==> src/nvdimm_consts.svh <==
`ifndef NVDIMM_SEQ_CONSTS_SVH
`define NVDIMM_SEQ_CONSTS_SVH

// ****************************************
// Management bus address map
// ****************************************
`define ADDR_CTRL_BASE    7'h10
`define ADDR_TEMP_BASE    7'h18
`define ADDR_PD_PAGE_BASE 7'h30
`define ADDR_PD_RW_BASE   7'h50
`define ADDR_CLKDRV_BASE  7'h58
`define ADDR_RANGE_MASK   7'h78
`define ADDR_STRAP_MASK   7'h07

// ****************************************
// Timing, in the printed units
// ****************************************
`define CLK_HZ            64'd200000000
`define RESP_LIMIT_S      64'd3
`define SAVE_LIMIT_S      64'd75
`define RESTORE_LIMIT_S   64'd65
`define FREE_LIMIT_S      64'd4
`define CHARGE_LIMIT_S    64'd550
`define HANDOVER_LIMIT_US 64'd50
`define CKE_WIN_LIMIT_MS  64'd200
`define US_PER_S          64'd1000000
`define MS_PER_S          64'd1000

// Cycle counts; longest times, so rounded down
`define CYC_RESP     (`RESP_LIMIT_S * `CLK_HZ)
`define CYC_SAVE     (`SAVE_LIMIT_S * `CLK_HZ)
`define CYC_RESTORE  (`RESTORE_LIMIT_S * `CLK_HZ)
`define CYC_FREE     (`FREE_LIMIT_S * `CLK_HZ)
`define CYC_CHARGE   (`CHARGE_LIMIT_S * `CLK_HZ)
`define CYC_HANDOVER (`HANDOVER_LIMIT_US * `CLK_HZ / `US_PER_S)
`define CYC_CKE_WIN  (`CKE_WIN_LIMIT_MS * `CLK_HZ / `MS_PER_S)

`define TIMER_W 40
`define TIMER_ZERO 40'h0
`define TIMER_ONE  40'h1

`endif

==> src/nvdimm_pkg.sv <==
package nvdimm_pkg;

  typedef enum logic [2:0] {
    ST_IDLE,
    ST_CKE_WAIT,
    ST_SAVE,
    ST_RESTORE,
    ST_FREE
  } seq_state_t;

  typedef logic [39:0] timer_t;

endpackage

==> src/nvdimm_backup_sequencer.sv <==
`timescale 1ns/1ps
// Operation
// - Decode fixed ranges, low bits match strap
// - Page/protect commands ignore strap, broadcast
// - Respond to bus within three seconds
// - Save finishes within seventy-five seconds
// - Restore finishes within sixty-five seconds
// - Flash freed within four seconds
// - Trigger switches DRAM mux to controller
// - No CKE low in window aborts save
// - CKE check only for qualified sources
// - Accept pin and power-module triggers
// - Ready flag needs all conditions, charge bounded
// - Optional alert low while not ready
`include "nvdimm_consts.svh"
module nvdimm_backup_sequencer
  import nvdimm_pkg::*;
#(
  parameter timer_t RESP_CYC    = timer_t'(`CYC_RESP),
  parameter timer_t SAVE_CYC    = timer_t'(`CYC_SAVE),
  parameter timer_t RESTORE_CYC = timer_t'(`CYC_RESTORE),
  parameter timer_t FREE_CYC    = timer_t'(`CYC_FREE),
  parameter timer_t CHARGE_CYC  = timer_t'(`CYC_CHARGE),
  parameter timer_t HANDOVER_CYC = timer_t'(`CYC_HANDOVER),
  parameter timer_t CKE_CYC     = timer_t'(`CYC_CKE_WIN)
) (
  // Clock and reset
  input  wire logic       clk_sys_in,
  input  wire logic       rst_in,
  // Management bus address decode
  input  wire logic [2:0] module_select_strap_in,
  input  wire logic       addr_valid_in,
  input  wire logic [6:0] addr_in,
  input  wire logic       ctrl_boot_done_in,
  output logic            bus_respond_out,
  output logic            sel_ctrl_out,
  output logic            sel_temp_out,
  output logic            sel_pd_page_out,
  output logic            sel_pd_rw_out,
  output logic            sel_clkdrv_out,
  // Backup triggers and DRAM control
  input  wire logic       arm_in,
  input  wire logic       disarm_in,
  input  wire logic       save_trigger_n_in,
  input  wire logic       external_power_module_trigger_in,
  input  wire logic       cke_qual_pin_in,
  input  wire logic       cke_qual_ext_in,
  input  wire logic       cke_in,
  output logic            armed_out,
  output logic            mux_to_ctrl_out,
  output logic            save_start_out,
  output logic            save_abort_out,
  // Engine handshakes
  input  wire logic       save_done_in,
  input  wire logic       restore_req_in,
  input  wire logic       restore_done_in,
  input  wire logic       free_flash_req_in,
  input  wire logic       free_flash_done_in,
  output logic            busy_out,
  output logic            op_timeout_out,
  // Readiness and alert
  input  wire logic       charged_in,
  input  wire logic       flash_ok_in,
  input  wire logic       alert_on_not_ready_in,
  output logic            charge_fault_out,
  output logic            backup_ready_flag_out,
  output logic            event_out,
  output logic            event_oe_out
);

  // ****************************************
  // Address decode
  // ****************************************
  function automatic logic in_range(input logic [6:0] a, input logic [6:0] base,
                                    input logic use_strap, input logic [2:0] strap);
    in_range = ((a & `ADDR_RANGE_MASK) == base) &&
               (!use_strap || ((a & `ADDR_STRAP_MASK) == {4'h0, strap}));
  endfunction

  logic resp_q;
  timer_t resp_tmr_q;
  // Fallback guarantees an answer even if boot never signals
  always_ff @(posedge clk_sys_in or posedge rst_in) begin
    if (rst_in) begin
      resp_q     <= 1'b0;
      resp_tmr_q <= `TIMER_ZERO;
    end else if (!resp_q) begin
      resp_tmr_q <= resp_tmr_q + `TIMER_ONE;
      if (ctrl_boot_done_in || resp_tmr_q >= RESP_CYC - `TIMER_ONE) begin
        resp_q <= 1'b1;
      end
    end
  end
  assign bus_respond_out = resp_q;

  always_ff @(posedge clk_sys_in or posedge rst_in) begin
    if (rst_in) begin
      sel_ctrl_out    <= 1'b0;
      sel_temp_out    <= 1'b0;
      sel_pd_page_out <= 1'b0;
      sel_pd_rw_out   <= 1'b0;
      sel_clkdrv_out  <= 1'b0;
    end else begin
      sel_ctrl_out    <= addr_valid_in && resp_q &&
                         in_range(addr_in, `ADDR_CTRL_BASE, 1'b1, module_select_strap_in);
      sel_temp_out    <= addr_valid_in && in_range(addr_in, `ADDR_TEMP_BASE, 1'b1, module_select_strap_in);
      sel_pd_rw_out   <= addr_valid_in && in_range(addr_in, `ADDR_PD_RW_BASE, 1'b1, module_select_strap_in);
      sel_clkdrv_out  <= addr_valid_in && in_range(addr_in, `ADDR_CLKDRV_BASE, 1'b1, module_select_strap_in);
      sel_pd_page_out <= addr_valid_in && in_range(addr_in, `ADDR_PD_PAGE_BASE, 1'b0, module_select_strap_in);
    end
  end

  // ****************************************
  // Trigger detection
  // ****************************************
  logic pin_prev_q;
  logic ext_prev_q;
  logic pin_trig;
  logic ext_trig;
  logic trig;
  logic trig_needs_cke;
  always_ff @(posedge clk_sys_in or posedge rst_in) begin
    if (rst_in) begin
      pin_prev_q <= 1'b1;
      ext_prev_q <= 1'b0;
    end else begin
      pin_prev_q <= save_trigger_n_in;
      ext_prev_q <= external_power_module_trigger_in;
    end
  end
  assign pin_trig       = pin_prev_q && !save_trigger_n_in;
  assign ext_trig       = !ext_prev_q && external_power_module_trigger_in;
  assign trig           = pin_trig || ext_trig;
  assign trig_needs_cke = (pin_trig && cke_qual_pin_in) || (ext_trig && cke_qual_ext_in);

  // ****************************************
  // Sequencer
  // ****************************************
  seq_state_t state_q;
  timer_t     tmr_q;
  logic       armed_q;
  logic       accept;
  logic       cke_expired;
  logic       op_expired;
  assign accept      = (state_q == ST_IDLE) && armed_q && trig;
  assign cke_expired = tmr_q >= CKE_CYC - `TIMER_ONE;
  always_comb begin
    unique case (state_q)
      ST_SAVE:    op_expired = tmr_q >= SAVE_CYC - `TIMER_ONE;
      ST_RESTORE: op_expired = tmr_q >= RESTORE_CYC - `TIMER_ONE;
      ST_FREE:    op_expired = tmr_q >= FREE_CYC - `TIMER_ONE;
      default:    op_expired = 1'b0;
    endcase
  end
  always_ff @(posedge clk_sys_in or posedge rst_in) begin
    if (rst_in) begin
      armed_q <= 1'b0;
    end else if (arm_in) begin
      armed_q <= 1'b1;
    end else if (disarm_in) begin
      armed_q <= 1'b0;
    end
  end
  assign armed_out = armed_q;
  always_ff @(posedge clk_sys_in or posedge rst_in) begin
    if (rst_in) begin
      state_q <= ST_IDLE;
    end else begin
      unique case (state_q)
        ST_IDLE: begin
          if (accept) begin
            state_q <= trig_needs_cke ? ST_CKE_WAIT : ST_SAVE;
          end else if (restore_req_in) begin
            state_q <= ST_RESTORE;
          end else if (free_flash_req_in) begin
            state_q <= ST_FREE;
          end
        end
        ST_CKE_WAIT: begin
          // Host holds self refresh from here on
          if (!cke_in) begin
            state_q <= ST_SAVE;
          end else if (cke_expired) begin
            state_q <= ST_IDLE;
          end
        end
        ST_SAVE:    state_q <= (save_done_in || op_expired) ? ST_IDLE : ST_SAVE;
        ST_RESTORE: state_q <= (restore_done_in || op_expired) ? ST_IDLE : ST_RESTORE;
        ST_FREE:    state_q <= (free_flash_done_in || op_expired) ? ST_IDLE : ST_FREE;
      endcase
    end
  end

  // One timer serves every non-idle state; held at zero in ST_IDLE, restarts on each state change
  always_ff @(posedge clk_sys_in or posedge rst_in) begin
    if (rst_in) begin
      tmr_q <= `TIMER_ZERO;
    end else if (state_q == ST_IDLE) begin
      tmr_q <= `TIMER_ZERO;
    end else if (state_q == ST_CKE_WAIT && !cke_in) begin
      tmr_q <= `TIMER_ZERO;
    end else begin
      tmr_q <= tmr_q + `TIMER_ONE;
    end
  end

  always_ff @(posedge clk_sys_in or posedge rst_in) begin
    if (rst_in) begin
      mux_to_ctrl_out <= 1'b0;
      save_start_out  <= 1'b0;
      save_abort_out  <= 1'b0;
      op_timeout_out  <= 1'b0;
    end else begin
      // Switch one cycle after detect, well inside the handover bound
      if (accept || (state_q == ST_IDLE && (restore_req_in || free_flash_req_in))) begin
        mux_to_ctrl_out <= 1'b1;
      end else if (state_q == ST_IDLE) begin
        mux_to_ctrl_out <= 1'b0;
      end else if (state_q == ST_CKE_WAIT && cke_in && cke_expired) begin
        mux_to_ctrl_out <= 1'b0;
      end
      save_start_out <= (accept && !trig_needs_cke) || (state_q == ST_CKE_WAIT && !cke_in);
      save_abort_out <= state_q == ST_CKE_WAIT && cke_in && cke_expired;
      op_timeout_out <= op_expired;
    end
  end
  assign busy_out = state_q != ST_IDLE;

  // ****************************************
  // Readiness and alert
  // ****************************************
  timer_t chg_tmr_q;
  logic   ready_q;
  always_ff @(posedge clk_sys_in or posedge rst_in) begin
    if (rst_in) begin
      chg_tmr_q        <= `TIMER_ZERO;
      charge_fault_out <= 1'b0;
    end else if (charged_in) begin
      chg_tmr_q        <= `TIMER_ZERO;
      charge_fault_out <= 1'b0;
    end else if (chg_tmr_q >= CHARGE_CYC - `TIMER_ONE) begin
      charge_fault_out <= 1'b1;
    end else begin
      chg_tmr_q <= chg_tmr_q + `TIMER_ONE;
    end
  end
  always_ff @(posedge clk_sys_in or posedge rst_in) begin
    if (rst_in) begin
      ready_q <= 1'b0;
    end else begin
      ready_q <= charged_in && flash_ok_in && armed_q && resp_q && state_q == ST_IDLE;
    end
  end
  assign backup_ready_flag_out = ready_q;
  assign event_out             = 1'b0;
  assign event_oe_out          = alert_on_not_ready_in && !ready_q;
endmodule

==> config.mk <==
export PLATFORM = sky130hd
export DESIGN_NAME = nvdimm_backup_sequencer
export DESIGN_NICKNAME = d
export VERILOG_FILES = /design/src/nvdimm_pkg.sv /design/src/nvdimm_backup_sequencer.sv
export VERILOG_INCLUDE_DIRS = /design/src
export SDC_FILE = /design/constraint.sdc
export NUM_CORES = 1
export LEC_CHECK = 0
export BUFFER_PORTS_ARGS = -buffer_cell sky130_fd_sc_hd__buf_4
export CAP_MARGIN = 15
export CORE_MARGIN = 2
export CORE_UTILIZATION = 35
export DETAILED_ROUTE_END_ITERATION = 12
export GPL_ROUTABILITY_DRIVEN = 0
export SLEW_MARGIN = 20
export SYNTH_ARGS = -nofsm -noshare
export SYNTH_HDL_FRONTEND = slang
export SYNTH_SLANG_ARGS = --single-unit
==> constraint.sdc <==
create_clock -name clk_sys_in -period 4.6 [get_ports clk_sys_in]
set_input_delay 0.69 -clock clk_sys_in [delete_from_list [all_inputs] [get_ports clk_sys_in]]
set_output_delay 0.69 -clock clk_sys_in [all_outputs]
set_load 0.01 [all_outputs]
==> results.cfg <==
[placed_design]
numPortBuffers = 43
placed_cell_area_um2 = 7760
dp.cells = 1051
dp_hpwl_mm = 10.8

[clock_network]
tritoncts = built
cts_resized = 0
h-tree-depth = 4
clock_latency_ps = 420
cts_root_buf = clkbuf_16
cts_hold_buf = 0
post_cts_buffers = 0
cts_inserted_buffers = 17
clock_path_buffers = 2
clock-sinks = 138
cts.clk_slew.worst_paths_ps = 60

[grt]
use_met3 = 0.0351
grt_pass1_wl_mm = 26.4
grt_use_met1 = 0.209
busiest_layer = met2
grt_max_degree = 55
track_usage = 0.150
first_global_vias = 5308
met2_usage = 0.232
antenna_found_initial = 0
overflow = 0

[outcome]
status = finished, final reports clean

[logic_synthesis]
async_flop_share = 1.00
yosys_warnings = 0
syn_area_um2 = 7170
synth.yosys.seq_area_share = 0.482
ys_dominant_reg_cell = dfrtp_1
synth_seq_cells = 138
synth_fp_nets = 797
ys_types = 59
synth_edf_count = 0
syn_inst = 765
avgSynthCellArea_um2 = 9.38

[sta]
timing.hold.ws_ps = 298
clock_skew_ps = 8.46
worst_pin_slew_ps = 888
period_share = 0.611
drv_slew = 0
post-route-min-period_ps = 2810
rsz0062_at_grt = no
setup_tns_ps = 0
fmax_mhz = 356
setup_viol = 0
finalHoldViolCount = 0
slew_headroom = 0.406

[worst_setup_path]
cp.required_ps = 4900
cp-start-kind = flop
max_stage_delay_ps = 610
crit_chain = or3_1 > o41a_1 > o22ai_4 > and2_1 > and4_1 > mux2_2
cp_max_fo = 27
cp_data_arrival_time_ps = 3120
cp-end-kind = flop
critical_path_class = flop to flop
crit_path_top_delay_cell = o22ai_4

[cells_and_area]
finalNetCount = 832
antennaDiodeCount = 0
n_fill_cell = 2038
final_cells = 1083
drive_above_1_share = 0.118
final_area_um2 = 8350
synthToLayoutAreaGrowth_pct = 16.5

[detailed_routing]
route.vias.total = 5573
drt_iter0_markers = 301
ant_nets = 0
routedWlPerCell_um = 14.5
via_per_inst = 5.15
wl_mm = 15.7
firstDrtPassIters = 4
drc = 0

[die]
rows = 52
die-area_um2 = 21700
design.portCount = 45
die_height_um = 147
initial_core_util = 0.356
core_um2 = 20200
die-width_um = 147

[flow_run]
maxCapViolCount = 0

[pwr]
p_leak_uw = 0.00358
finalPower_uw = 3020
p_per_area_nw_per_um2 = 361
ir_worst_vdd_mv = 0.237

[worst_hold_path]
hold_path_class = input pin to async pin
-- registers in the layout (all words and copies together), names as in the netlist, 3 cells and up --
name	cells
resp_tmr_q	40
chg_tmr_q	40
state_q	3
tmr_q	40
-- layout by cell type (no fill, tap or decap), types with 27 or more instances in the layout --
cell type and count:
nand4_1 34, dfrtp_1 137, and3_1 27, nand2_1 62
buf_4 48, nand3_1 51, xor2_1 48, xnor2_1 53
nor2_1 102
-- worst paths after layout --
check / from / endpoint / slack, ps / depth (start not counted)
max in group asynchronous: rst_in / state_q[0] / 3310 / 3
hold reg to reg: resp_tmr_q[6] / resp_tmr_q[6] / 480 / 1
setup reg to reg: chg_tmr_q[22] / chg_tmr_q[20] / 1790 / 6
min in group clk_sys_in: external_power_module_trigger_in / ext_prev_q / 380 / 1
setup / recovery: chg_tmr_q[22] / chg_tmr_q[20] / 1790 / 6
hold / removal: rst_in / chg_tmr_q[2] / 300 / 2
-- cell families after synthesis --
logic type,Yosys count,synth area share
flip-flops,138,0.482
other,1,0.000523
XOR/XNOR,101,0.123
AND/OR/NAND/NOR,390,0.283
adder cells (fa/ha/maj),3,0.00523
AO/OA/AOI/OAI,84,0.0780
multiplexers,2,0.00314
buffers and inverters,46,0.0248
-- per-layer routing --
metal | vias to the layer above | wire length, um
li1 | 2767 | -
met1 | 2736 | 7840
met2 | 56 | 7240
met3 | 14 | 402
met4 | 0 | 208
met5 | - | 0
-- area by class of cell --
cell class,instances,area [um^2],area share
multi-input cells,581,3550,0.425
flip-flops and latches,138,3450,0.414
clock buffers,18,429,0.0514
repair buffers,48,360,0.0431
well taps,270,338,0.0404
clock inverters,14,161,0.0193
inverters,14,57.6,0.00689
-- cells in the mapped netlist (3+ instances only) --
master,n,area share
or4_1,6,0.0063
nand4b_1,4,0.0049
and2_1,9,0.0079
and3_1,27,0.024
nand2_1,62,0.032
dfrtp_1,137,0.48
ha_1,3,0.0052
inv_1,14,0.0073
o21a_1,4,0.0042
xor2_1,48,0.059
clkbuf_1,30,0.016
nor2_1,102,0.053
o21ai_0,23,0.016
nor2b_1,9,0.0079
a311oi_1,4,0.0049
a21oi_1,21,0.015
nor3_1,23,0.016
or3_1,13,0.011
nand2b_1,5,0.0044
o31ai_1,5,0.0052
and4_1,12,0.015
nor4_1,20,0.017
a31oi_1,3,0.0026
nand4_1,34,0.030
xnor2_1,53,0.065
nand3_1,51,0.036
or2_2,4,0.0035
-- critical path: cells and delay by family, from the launching register on --
kind,cells,cell delay [ps]
AO/OA/AOI/OAI,2,1030
AND/OR/NAND/NOR,3,930
flip-flops,1,400
multiplexers,1,330
-- metrics by stage --
step / util / worst slack (ps)
floorplan: - / 215
global placement: 0.385 / 1860
detailed placement: 0.385 / 1800
CTS: 0.414 / 1780
global route: 0.414 / 1620
finish: 0.414 / 1790
-- report_power, final --
part | internal [uW] | switching [uW]
combinational | 121 | 209
clock | 811 | 561
sequential | 1250 | 62.1
total | 2190 | 832
(Power assumes the default switching activity.)
